===== src/rtl/qudc_pkg.sv =====
package qudc_pkg;
	localparam int QUDC_AW = 8;
	localparam int QUDC_DW = 32;
	localparam int QUDC_CW = 16;
	localparam int QUDC_CTRL_W = 19;
	localparam int QUDC_NPIN = 5;

	localparam logic [7:0] QUDC_OFS_CTRL   = 8'h00;
	localparam logic [7:0] QUDC_OFS_CMP0   = 8'h04;
	localparam logic [7:0] QUDC_OFS_CMP1   = 8'h08;
	localparam logic [7:0] QUDC_OFS_CC0    = 8'h0C;
	localparam logic [7:0] QUDC_OFS_CC1    = 8'h10;
	localparam logic [7:0] QUDC_OFS_COUNT  = 8'h14;
	localparam logic [7:0] QUDC_OFS_STATUS = 8'h18;

	localparam int QUDC_B_MODE    = 0;
	localparam int QUDC_B_SUBMODE = 1;
	localparam int QUDC_B_SRC     = 2;
	localparam int QUDC_B_CLRLO   = 5;
	localparam int QUDC_B_CLRHI   = 6;
	localparam int QUDC_B_RELOAD  = 7;
	localparam int QUDC_B_ENABLE  = 8;
	localparam int QUDC_B_AEDGE   = 9;
	localparam int QUDC_B_BEDGE   = 11;
	localparam int QUDC_B_T0EDGE  = 13;
	localparam int QUDC_B_T1EDGE  = 15;
	localparam int QUDC_B_CC0CAP  = 17;
	localparam int QUDC_B_CC1CAP  = 18;

	localparam int QUDC_S_DIR = 0;
	localparam int QUDC_S_OVF = 1;
	localparam int QUDC_S_UDF = 2;

	localparam logic [QUDC_CTRL_W-1:0] QUDC_CTRL_RST = 19'h00000;
	localparam logic [15:0] QUDC_CNT_RST = 16'h0000;
	localparam logic [15:0] QUDC_CMP_RST = 16'h0000;
	localparam logic [15:0] QUDC_CNT_MAX = 16'hFFFF;
	localparam logic [15:0] QUDC_CNT_ZERO = 16'h0000;

	localparam logic [1:0] QUDC_EDGE_RISE = 2'h1;
	localparam logic [1:0] QUDC_EDGE_FALL = 2'h2;
	localparam logic [1:0] QUDC_EDGE_BOTH = 2'h3;

	typedef enum logic [2:0] {
		QUDC_SRC_OFF    = 3'b000,
		QUDC_SRC_LEVEL  = 3'b100,
		QUDC_SRC_SPLIT  = 3'b101,
		QUDC_SRC_SAMPLE = 3'b110,
		QUDC_SRC_QUAD   = 3'b111
	} qudc_src_e;
endpackage


===== src/rtl/qudc_counter.sv =====
// The APB slave port and the placing of the registers are this design's own decisions.
`timescale 1ns/1ps
module qudc_counter (
	input  wire logic                        pclk,
	input  wire logic                        presetn,
	input  wire logic                        psel,
	input  wire logic                        penable,
	input  wire logic                        pwrite,
	input  wire logic [qudc_pkg::QUDC_AW-1:0] paddr,
	input  wire logic [qudc_pkg::QUDC_DW-1:0] pwdata,
	output logic      [qudc_pkg::QUDC_DW-1:0] prdata,
	output logic                             pready,
	output logic                             pslverr,
	input  wire logic                        count_input_pin,
	input  wire logic                        direction_input_pin,
	input  wire logic                        external_clear_pin,
	input  wire logic                        capture_trigger_zero,
	input  wire logic                        capture_trigger_one,
	output logic                             compare_zero_irq,
	output logic                             compare_one_irq,
	output logic                             capcomp_zero_irq,
	output logic                             capcomp_one_irq,
	output logic                             direction_flag,
	output logic      [qudc_pkg::QUDC_CW-1:0] count_value
);
	import qudc_pkg::*;

	logic [QUDC_CTRL_W-1:0] ctrl_r;
	logic [QUDC_CW-1:0]     cmp0_r;
	logic [QUDC_CW-1:0]     cmp1_r;
	logic [QUDC_CW-1:0]     cc_r [2];
	logic [QUDC_CW-1:0]     cnt_r;
	logic [QUDC_CW-1:0]     cnt_nxt;
	logic                   dir_r;
	logic                   dir_nxt;
	logic                   ovf_r;
	logic                   udf_r;
	logic                   ovf_ev;
	logic                   udf_ev;
	logic [QUDC_NPIN-1:0]   pin_in;
	logic [QUDC_NPIN-1:0]   sync1_r;
	logic [QUDC_NPIN-1:0]   sync2_r;
	logic [QUDC_NPIN-1:0]   prev_r;
	logic                   wr_acc;
	logic                   rd_acc;
	logic                   addr_ok;
	logic                   mode_udc;
	logic                   run;
	logic                   submode_b;
	qudc_src_e              src;
	logic                   a_hit;
	logic                   b_hit;
	logic                   a_chg;
	logic                   b_chg;
	logic                   b_lvl;
	logic                   step_up;
	logic                   step_dn;
	logic                   cnt_ev;
	logic                   m0;
	logic                   m1;
	logic                   clr_ext;
	logic                   clr_cmp;
	logic                   ext_clr;
	logic                   sw_cnt_wr;
	logic [1:0]             trig_hit;
	logic [1:0]             cc_cap;
	logic [1:0]             cc_irq_nxt;

	function automatic logic edge_hit(input logic prev, input logic cur,
		input logic [1:0] sel);
		logic rise;
		logic fall;
		rise = cur & ~prev;
		fall = prev & ~cur;
		case (sel)
			QUDC_EDGE_RISE: edge_hit = rise;
			QUDC_EDGE_FALL: edge_hit = fall;
			QUDC_EDGE_BOTH: edge_hit = rise | fall;
			default:        edge_hit = 1'b0;
		endcase
	endfunction

	// APB slave with zero wait states; unmapped addresses raise pslverr.
	assign pready = 1'b1;
	assign wr_acc = psel & penable & pwrite;
	assign rd_acc = psel & penable & ~pwrite;
	always_comb begin
		case (paddr)
			QUDC_OFS_CTRL, QUDC_OFS_CMP0, QUDC_OFS_CMP1, QUDC_OFS_CC0,
			QUDC_OFS_CC1, QUDC_OFS_COUNT, QUDC_OFS_STATUS: addr_ok = 1'b1;
			default: addr_ok = 1'b0;
		endcase
	end
	assign pslverr = psel & penable & ~addr_ok;

	always_comb begin
		prdata = '0;
		case (paddr)
			QUDC_OFS_CTRL:   prdata[QUDC_CTRL_W-1:0] = ctrl_r;
			QUDC_OFS_CMP0:   prdata[QUDC_CW-1:0] = cmp0_r;
			QUDC_OFS_CMP1:   prdata[QUDC_CW-1:0] = cmp1_r;
			QUDC_OFS_CC0:    prdata[QUDC_CW-1:0] = cc_r[0];
			QUDC_OFS_CC1:    prdata[QUDC_CW-1:0] = cc_r[1];
			QUDC_OFS_COUNT:  prdata[QUDC_CW-1:0] = cnt_r;
			QUDC_OFS_STATUS: begin
				prdata[QUDC_S_DIR] = direction_flag;
				prdata[QUDC_S_OVF] = ovf_r;
				prdata[QUDC_S_UDF] = udf_r;
			end
			default:         prdata = '0;
		endcase
	end

	always_ff @(posedge pclk or negedge presetn) begin
		if (!presetn) begin
			ctrl_r <= QUDC_CTRL_RST;
			cmp0_r <= QUDC_CMP_RST;
			cmp1_r <= QUDC_CMP_RST;
		end else if (wr_acc) begin
			case (paddr)
				QUDC_OFS_CTRL: ctrl_r <= pwdata[QUDC_CTRL_W-1:0];
				QUDC_OFS_CMP0: cmp0_r <= pwdata[QUDC_CW-1:0];
				QUDC_OFS_CMP1: cmp1_r <= pwdata[QUDC_CW-1:0];
				default: ;
			endcase
		end
	end

	assign mode_udc  = ctrl_r[QUDC_B_MODE];
	assign run       = mode_udc & ctrl_r[QUDC_B_ENABLE];
	assign submode_b = ctrl_r[QUDC_B_SUBMODE];
	assign src       = qudc_src_e'(ctrl_r[QUDC_B_SRC +: 3]);
	assign clr_ext   = ctrl_r[QUDC_B_CLRLO];
	assign clr_cmp   = ctrl_r[QUDC_B_CLRHI];
	assign cc_cap    = {ctrl_r[QUDC_B_CC1CAP], ctrl_r[QUDC_B_CC0CAP]};

	// Two-stage synchronisers, then a third stage for edge detection.
	assign pin_in = {capture_trigger_one, capture_trigger_zero,
		external_clear_pin, direction_input_pin, count_input_pin};
	always_ff @(posedge pclk or negedge presetn) begin
		if (!presetn) begin
			sync1_r <= '0;
			sync2_r <= '0;
			prev_r  <= '0;
		end else begin
			sync1_r <= pin_in;
			sync2_r <= sync1_r;
			prev_r  <= sync2_r;
		end
	end

	assign a_hit = edge_hit(prev_r[0], sync2_r[0], ctrl_r[QUDC_B_AEDGE +: 2]);
	assign b_hit = edge_hit(prev_r[1], sync2_r[1], ctrl_r[QUDC_B_BEDGE +: 2]);
	assign a_chg = prev_r[0] ^ sync2_r[0];
	assign b_chg = prev_r[1] ^ sync2_r[1];
	assign b_lvl = sync2_r[1];
	assign trig_hit[0] = edge_hit(prev_r[3], sync2_r[3],
		ctrl_r[QUDC_B_T0EDGE +: 2]);
	assign trig_hit[1] = edge_hit(prev_r[4], sync2_r[4],
		ctrl_r[QUDC_B_T1EDGE +: 2]);

	// Step decode per count source.
	always_comb begin
		step_up = 1'b0;
		step_dn = 1'b0;
		case (src)
			QUDC_SRC_LEVEL: begin
				if (a_hit) begin
					step_dn = b_lvl;
					step_up = ~b_lvl;
				end
			end
			QUDC_SRC_SPLIT: begin
				step_up = a_hit & ~b_hit;
				step_dn = b_hit & ~a_hit;
			end
			QUDC_SRC_SAMPLE: begin
				if (a_hit) begin
					step_up = b_lvl;
					step_dn = ~b_lvl;
				end
			end
			QUDC_SRC_QUAD: begin
				// Raw changes of both phases; edge selections play no part.
				if (a_chg && b_chg) begin
					step_dn = dir_r;
					step_up = ~dir_r;
				end else if (a_chg) begin
					step_up = sync2_r[0] != sync2_r[1];
					step_dn = sync2_r[0] == sync2_r[1];
				end else if (b_chg) begin
					step_up = sync2_r[0] == sync2_r[1];
					step_dn = sync2_r[0] != sync2_r[1];
				end
			end
			default: begin
				step_up = 1'b0;
				step_dn = 1'b0;
			end
		endcase
		if (!run) begin
			step_up = 1'b0;
			step_dn = 1'b0;
		end
	end

	assign cnt_ev    = step_up | step_dn;
	assign m0        = cnt_r == cmp0_r;
	assign m1        = cnt_r == cmp1_r;
	assign ext_clr   = run & ~submode_b & clr_ext & sync2_r[2] & ~prev_r[2];
	assign sw_cnt_wr = wr_acc & (paddr == QUDC_OFS_COUNT);

	// Next counter value: software write, then external clear, then count.
	always_comb begin
		cnt_nxt = cnt_r;
		ovf_ev  = 1'b0;
		udf_ev  = 1'b0;
		if (cnt_ev) begin
			if (!submode_b && step_up && m0 && clr_cmp) begin
				cnt_nxt = QUDC_CNT_ZERO;
			end else if (!submode_b && step_dn && cnt_r == QUDC_CNT_ZERO &&
				ctrl_r[QUDC_B_RELOAD]) begin
				cnt_nxt = cmp0_r;
				udf_ev  = 1'b1;
			end else if (submode_b && step_up && m0) begin
				cnt_nxt = QUDC_CNT_ZERO;
			end else if (submode_b && step_dn && m1) begin
				cnt_nxt = QUDC_CNT_ZERO;
			end else if (step_up) begin
				cnt_nxt = cnt_r + 16'h0001;
				ovf_ev  = cnt_r == QUDC_CNT_MAX;
			end else begin
				cnt_nxt = cnt_r - 16'h0001;
				udf_ev  = cnt_r == QUDC_CNT_ZERO;
			end
		end
		if (ext_clr) begin
			cnt_nxt = QUDC_CNT_ZERO;
		end
		if (sw_cnt_wr) begin
			cnt_nxt = pwdata[QUDC_CW-1:0];
		end
	end

	always_ff @(posedge pclk or negedge presetn) begin
		if (!presetn) begin
			cnt_r <= QUDC_CNT_RST;
		end else begin
			cnt_r <= cnt_nxt;
		end
	end

	// Direction follows the last step and is refreshed every clock.
	assign dir_nxt = step_dn ? 1'b1 : (step_up ? 1'b0 : dir_r);
	always_ff @(posedge pclk or negedge presetn) begin
		if (!presetn) begin
			dir_r <= 1'b0;
		end else begin
			dir_r <= dir_nxt;
		end
	end
	assign direction_flag = mode_udc & dir_r;
	assign count_value    = cnt_r;

	// Overflow and underflow flags clear on a status read; a new event wins.
	always_ff @(posedge pclk or negedge presetn) begin
		if (!presetn) begin
			ovf_r <= 1'b0;
			udf_r <= 1'b0;
		end else begin
			if (ovf_ev) begin
				ovf_r <= 1'b1;
			end else if (rd_acc && paddr == QUDC_OFS_STATUS) begin
				ovf_r <= 1'b0;
			end
			if (udf_ev) begin
				udf_r <= 1'b1;
			end else if (rd_acc && paddr == QUDC_OFS_STATUS) begin
				udf_r <= 1'b0;
			end
		end
	end

	// Capture/compare channels.
	genvar gi;
	generate
		for (gi = 0; gi < 2; gi++) begin : g_cc
			localparam logic [7:0] OFS = gi ? QUDC_OFS_CC1 : QUDC_OFS_CC0;
			assign cc_irq_nxt[gi] = cc_cap[gi] ? trig_hit[gi]
				: (cnt_ev && cnt_r == cc_r[gi]);
			always_ff @(posedge pclk or negedge presetn) begin
				if (!presetn) begin
					cc_r[gi] <= QUDC_CMP_RST;
				end else if (cc_cap[gi] && trig_hit[gi]) begin
					cc_r[gi] <= cnt_r;
				end else if (wr_acc && paddr == OFS) begin
					cc_r[gi] <= pwdata[QUDC_CW-1:0];
				end
			end
		end
	endgenerate

	// Match interrupts are pulses at the count after equality.
	always_ff @(posedge pclk or negedge presetn) begin
		if (!presetn) begin
			compare_zero_irq <= 1'b0;
			compare_one_irq  <= 1'b0;
			capcomp_zero_irq <= 1'b0;
			capcomp_one_irq  <= 1'b0;
		end else begin
			compare_zero_irq <= cnt_ev & m0 & (~submode_b | step_up);
			compare_one_irq  <= cnt_ev & m1 & (~submode_b | step_dn);
			capcomp_zero_irq <= cc_irq_nxt[0];
			capcomp_one_irq  <= cc_irq_nxt[1];
		end
	end
endmodule


===== config.mk =====
export PLATFORM = sky130hd
export DESIGN_NAME = qudc_counter
export DESIGN_NICKNAME = d
export VERILOG_FILES = /design/src/rtl/qudc_pkg.sv /design/src/rtl/qudc_counter.sv
export SDC_FILE = /design/constraint.sdc
export NUM_CORES = 1
export LEC_CHECK = 0
export ABC_AREA = 1
export ABC_CLOCK_PERIOD_IN_PS = 6750
export BUFFER_PORTS_ARGS = -buffer_cell sky130_fd_sc_hd__buf_2
export CAP_MARGIN = 5
export CELL_PAD_IN_SITES_DETAIL_PLACEMENT = 1
export CELL_PAD_IN_SITES_GLOBAL_PLACEMENT = 1
export CORE_ASPECT_RATIO = 1.2
export CORE_UTILIZATION = 47
export CTS_BUF_LIST = sky130_fd_sc_hd__clkbuf_8
export DETAILED_ROUTE_END_ITERATION = 12
export GPL_TIMING_DRIVEN = 0
export MAX_ROUTING_LAYER = met4
export PLACE_DENSITY_LB_ADDON = 0.1
export SYNTH_ARGS = -nofsm -noshare
export SYNTH_HDL_FRONTEND = slang
export SYNTH_SLANG_ARGS = --single-unit

===== constraint.sdc =====
create_clock -name pclk -period 6.75 [get_ports pclk]
set_input_delay 0.675 -clock pclk [delete_from_list [all_inputs] [get_ports pclk]]
set_output_delay 0.675 -clock pclk [all_outputs]
set_load 0.01 [all_outputs]

[Yosys cells after proc, flatten, opt, wreduce, memory -nomap -nowiden]
Cells that the tools add are included.
Storage, ports and cells
  register bits: 121
Operators by class
  reductions and logical operators: 31
  bitwise gates (word level): 49
  muxes and demuxes: 51
  equality and inequality tests: 29
  add/sub/neg operators: 2
Operators by type and width (number)
  $mux 16: 12
  $pmux 13 s6: 1
  $eq 16x16->1: 4
  $mux 1: 30
  $and 1x1->1: 25
  $eq 8x5->1 const B: 3
  $pmux 3 s7: 1
  $logic_and 1x1->1: 18
  $add 16x1->16 const B: 1
  $eq 16x16->1 const B: 1
  $eq 2x2->1 const B: 8
  $eq 8x4->1 const B: 2
  $logic_not 16->1: 1
  $sub 16x1->16 const B: 1
  $not 1->1: 15
  $eq 3x3->1 const B: 4
  $pmux 1 s3: 4
  $reduce_bool 2->1: 5
  $eq 2x1->1 const B: 4
  $eq 8x3->1 const B: 1
  $logic_not 8->1: 1
  $pmux 1 s4: 2
  $or 1x1->1: 7
  $reduce_or 7->1: 1
  other kinds (7): 10

[Logic depth before layout (Yosys ltp)]
  depth in word-level cells: 17
  gate-level depth with buffers: 23
  gate-level depth less buffers: 23

[Least setup slack after synthesis]
Ideal clock, no wire load.
  path kind: register to register
  start point: register sync2_r[1]
  end point: register cnt_r[10], in the netlist count_value[10]
  stages on the path, launching flop included: 19
  clock period less this slack: 3.511 ns
  arrival: 3.391 ns
  slack: 3.239 ns
  data required time: 6.630 ns
  cells stage by stage: dfrtp_1 -> inv_2 -> ha_1 -> nor3_1 -> nor2_1 -> nand2_1 -> nand2_2 -> o21ai_1 -> ha_1 -> a21oi_1 -> o21ai_0 -> a21oi_1 -> o21ai_0 -> xnor2_1 -> inv_1 -> nand2_1 -> nand2_1 -> nand2_1 -> a21oi_2
On the way
  longest elaborated chain between the ends: 16
  elaborated cells between the ends (all ways): 44
RTL lines
  start, declared: RTL line qudc_counter.sv:42  | logic [QUDC_NPIN-1:0] sync2_r;
  start signal, assigned: RTL line qudc_counter.sv:147  | sync2_r <= sync1_r;
  $not 1->1: RTL line qudc_counter.sv:74, qudc_counter.sv:170, qudc_counter.sv:180
  $and 1x1->1: RTL line qudc_counter.sv:74  | fall = prev & ~cur;
  $or 1x1->1: RTL line qudc_counter.sv:78  | QUDC_EDGE_BOTH: edge_hit = rise | fall;
  $pmux 1 s3: RTL line qudc_counter.sv:75  | case (sel)
  $not 1->1 / $and 1x1->1 (equally long branches): RTL line qudc_counter.sv:174, qudc_counter.sv:175
  $and 1x1->1 / $pmux 1 s4 (equally long branches): RTL line qudc_counter.sv:174, qudc_counter.sv:166
  $pmux 1 s4 / $mux 1 (equally long branches): RTL line qudc_counter.sv:166, qudc_counter.sv:201
  $mux 1 / $logic_and 1x1->1 (equally long branches): RTL line qudc_counter.sv:201, qudc_counter.sv:227
  $mux 16, or another cell as far along: RTL line qudc_counter.sv:229  | end else if (step_up) begin
  $mux 16 / $logic_and 1x1->1 (equally long branches): RTL line qudc_counter.sv:227, qudc_counter.sv:225
  $mux 16: RTL line qudc_counter.sv:225  | end else if (submode_b && step_up && m0) begin
  $mux 16: RTL line qudc_counter.sv:221  | end else if (!submode_b && step_dn && cnt_r == QUDC_CNT_ZERO &&
  $mux 16: RTL line qudc_counter.sv:219  | if (!submode_b && step_up && m0 && clr_cmp) begin
  $mux 16: RTL line qudc_counter.sv:218  | if (cnt_ev) begin
  $mux 16: RTL line qudc_counter.sv:237  | if (ext_clr) begin
  $mux 16: RTL line qudc_counter.sv:240  | if (sw_cnt_wr) begin
  end signal, assigned: RTL line qudc_counter.sv:249  | cnt_r <= cnt_nxt;
  end, declared: RTL line qudc_counter.sv:32  | logic [QUDC_CW-1:0] cnt_r;
Parallel ways exist; a longest one is shown, timed or not. The select of a mux whose other input is x is not followed.
A chain may end at the register's enable or synchronous reset.

[Worst setup path in the final report]
  start point: input port paddr[5] in the netlist's numbering
  end point: output port prdata[7] in the netlist's numbering
On the way
  longest elaborated chain between the ends: 2
  elaborated cells between the ends (all ways): 7
RTL lines
  start, declared: RTL line qudc_counter.sv:9  | input wire logic [qudc_pkg::QUDC_AW-1:0] paddr,
  $eq 8x5->1, or another cell as far along: RTL line qudc_counter.sv:98  | case (paddr)
  $pmux 13 s6 *: RTL line qudc_counter.sv:98
  end, declared: RTL line qudc_counter.sv:11  | output logic [qudc_pkg::QUDC_DW-1:0] prdata,
Mark *: on every way between the ends. The rest lies on a longest branch, timed or not.

==> impl_metrics.env <==
export IMPL_layout_commonest_cell="nand2_1"
export IMPL_final_nets=1323
export IMPL_cp_end_kind="primary output"
export IMPL_cts_tree="built"
export IMPL_ir_drop_v=0.0000992
export IMPL_post_cts_resize_count=0
export IMPL_vias=8603
export IMPL_grt_pass1_wl_um=50400
export IMPL_required_ps=6070
export IMPL_muxShareOfSynthArea_pct=0
export IMPL_core_mm2=0.0169
export IMPL_synthAdderAreaFrac_pct=3.93
export IMPL_rows=52
export IMPL_fin_skew_ps=13.5
export IMPL_clk_pin_slew_ps=80
export IMPL_synth_seq_cells=121
export IMPL_wl_um=32700
export IMPL_cts_hold_buf=0
export IMPL_crit_start="paddr[5]"
export IMPL_placed_area_mm2=0.00890
export IMPL_final_cell_mix="nand2_1 (325), inv_1 (142), o21ai_0 (121), dfrtp_1 (121), buf_2 (90)"
export IMPL_drc=0
export IMPL_root_buffer="clkbuf_8"
export IMPL_die_w_um=122
export IMPL_fin_crit_sh_pct=57.2
export IMPL_track_usage_pct=39.4
export IMPL_firstDrtPassIters=5
export IMPL_tightest_slew_ps=1020
export IMPL_yosysSeqAreaShare_pct=37.2
export IMPL_p_sw_share_pct=33.5
export IMPL_p_int_uw=1160
export IMPL_fmax_ghz=0.259
export IMPL_grt_pass1_vias=8858
export IMPL_h_tree_depth=4
export IMPL_critPathKind="input port to primary output"
export IMPL_synth_compound_area_share_pct=18.6
export IMPL_outcome="complete, no violations"
export IMPL_async_flop_share_pct=100
export IMPL_cts_buffers_inserted=17
export IMPL_synth_edf_count=0
export IMPL_synth_xor_area_share_pct=3.98
export IMPL_hpwl_um=25000
export IMPL_finalSetupViolCount=0
export IMPL_clock_latency_ps=470
export IMPL_drive_gt1_share_pct=14.6
export IMPL_p_leak_uw=0.00492
export IMPL_wl_per_cell_um=22.1
export IMPL_p_per_area_mw_per_mm2=188
export IMPL_cts_buffer_depth=2
export IMPL_seqPwrFrac_pct=45.7
export IMPL_syn_avg_cell_area_um2=7.16
export IMPL_grt_max_degree=88
export IMPL_grt_overflow=0
export IMPL_synth_cell_type_count=43
export IMPL_ys_flop_type="dfrtp_1"
export IMPL_synthCells=1138
export IMPL_portBuffers=77
export IMPL_synth_simple_area_share_pct=24.8
export IMPL_hold_viol=0
export IMPL_die_h_um=146
export IMPL_period_needed_ps=3860
export IMPL_viasPerCell=5.82
export IMPL_r2r_start="sync2_r[0]"
export IMPL_switchingPower_uw=584
export IMPL_relSlewSlack_pct=31.8
export IMPL_drtAntennaViolNets=0
export IMPL_tns_ps=0
export IMPL_cts_sinks=121
export IMPL_routabilityCongestion=1.00
export IMPL_postCtsSetupRepairBufs=0
export IMPL_antenna_found_initial=0
export IMPL_yosysWarningCount=0
export IMPL_clock_power_share_pct=36.0
export IMPL_maxCapViolCount=0
export IMPL_start_kind="input port"
export IMPL_synth_top_family_by_area="simple AND/OR/NAND/NOR gates"
export IMPL_stdcell_area_mm2=0.00927
export IMPL_rsz0062_at_grt="false"
export IMPL_start_util_pct=48.2
export IMPL_maxSlewViolCount=0
export IMPL_hp_class="input port to asynchronous set/reset pin"
export IMPL_pwr_share_comb_pct=18.3
export IMPL_synth_area_mm2=0.00815
export IMPL_n_antenna_cell=0
export IMPL_drt_iter0_markers=571
export IMPL_area_growth_pct=13.7
export IMPL_die_area_mm2=0.0179
export IMPL_crit_fanout=9
export IMPL_boundaryPins=105
export IMPL_critPathArrivalTime_ps=3190
-- synthesized netlist by cell type, drive strengths merged (10+ instances only) --
library cell / number / area, um^2
buf: 38 / 280
dfrtp: 121 / 3030
nand2: 328 / 1240
ha: 24 / 300
o211ai: 17 / 128
a21oi: 51 / 293
a221oi: 11 / 96.3
xnor2: 15 / 131
o2111ai: 10 / 87.6
nand3: 46 / 250
nor3: 19 / 105
o21ai: 124 / 621
nor2: 74 / 305
xor2: 22 / 193
nand4: 14 / 87.6
clkbuf: 26 / 98.8
inv: 148 / 556
o22ai: 27 / 169
-- through the flow --
| stage | hold WS, ps | std cells | total power (uW) | utilization [%] | worst slack, ps |
|---|---|---|---|---|---|
| after floorplan | 331 | 1150 | 1000 | - | 3240 |
| after global routing | 115 | 1477 | 1810 | 54.8 | 2740 |
| final | 90.7 | 1477 | 1740 | 54.8 | 2890 |
| after detailed placement | 342 | 1445 | 1120 | 52.6 | 3010 |
| after CTS | 107 | 1477 | 1740 | 54.8 | 2960 |
| after global placement | 334 | 1443 | 1110 | 52.3 | 1980 |
-- per-layer routing --
| metal | GRT usage, % | routed length [um] | vias up |
|---|---|---|---|
| li1 | - | - | 3924 |
| met4 | 23.3 | 1950 | 0 |
| met5 | - | 0 | - |
| met3 | 6.72 | 1910 | 124 |
| met2 | 64.7 | 16200 | 342 |
| met1 | 44.4 | 12600 | 4213 |
-- logic make-up after synthesis --
family / Yosys count
buffers and inverters: 212
adders and majority gates: 25
AOI/OAI and AO/OA: 256
and+or+nand+nor: 485
other: 2
DFF: 121
xor gates and xnor gates: 37
-- flip-flops by register name, summed over array words and instances, names as in the netlist --
signal,cells
capcomp_one_irq,1
capcomp_zero_irq,1
cc_r,32
cmp0_r,16
cmp1_r,16
compare_one_irq,1
compare_zero_irq,1
count_value,16
ctrl_r,19
dir_r,1
ovf_r,1
prev_r,5
sync1_r,5
sync2_r,5
udf_r,1
-- critical path: stages --
cell       delay [ps]
buf_2             100
nor3_1            230
nand2_1           180
nor3_2            800
inv_1             490
o2111ai_1         500
buf_2             210
-- power groups by stage --
stage / clock network (uW) / logic [uW] / registers [uW]
after CTS: 626 / 315 / 796
final: 627 / 319 / 797
after global placement: 0 / 301 / 808
after floorplan: 0 / 202 / 800
after global routing: 654 / 353 / 801
after detailed placement: 0 / 311 / 810
-- final timing paths --
kind,slack (ps),endpoint,cells past startpoint
worst max-delay path,2890,prdata[7],7
worst min register to register,360,sync2_r[4],0
max in group asynchronous,5860,udf_r,2
min in group pclk,310,sync1_r[4],1
worst min-delay path,90,sync2_r[3],1
worst max register to register,2960,count_value[10],19
-- layout make-up --
cell class | count | area [um^2]
repair buffers | 79 | 434
multi-input cells | 817 | 4240
plain buffers | 64 | 379
clock buffers | 17 | 234
clock inverters | 15 | 130
well taps | 216 | 270
inverters | 148 | 556
fillers | 2260 | 7650
flip-flops and latches | 121 | 3030
No activity file was read; power rests on OpenSTA's default activity.
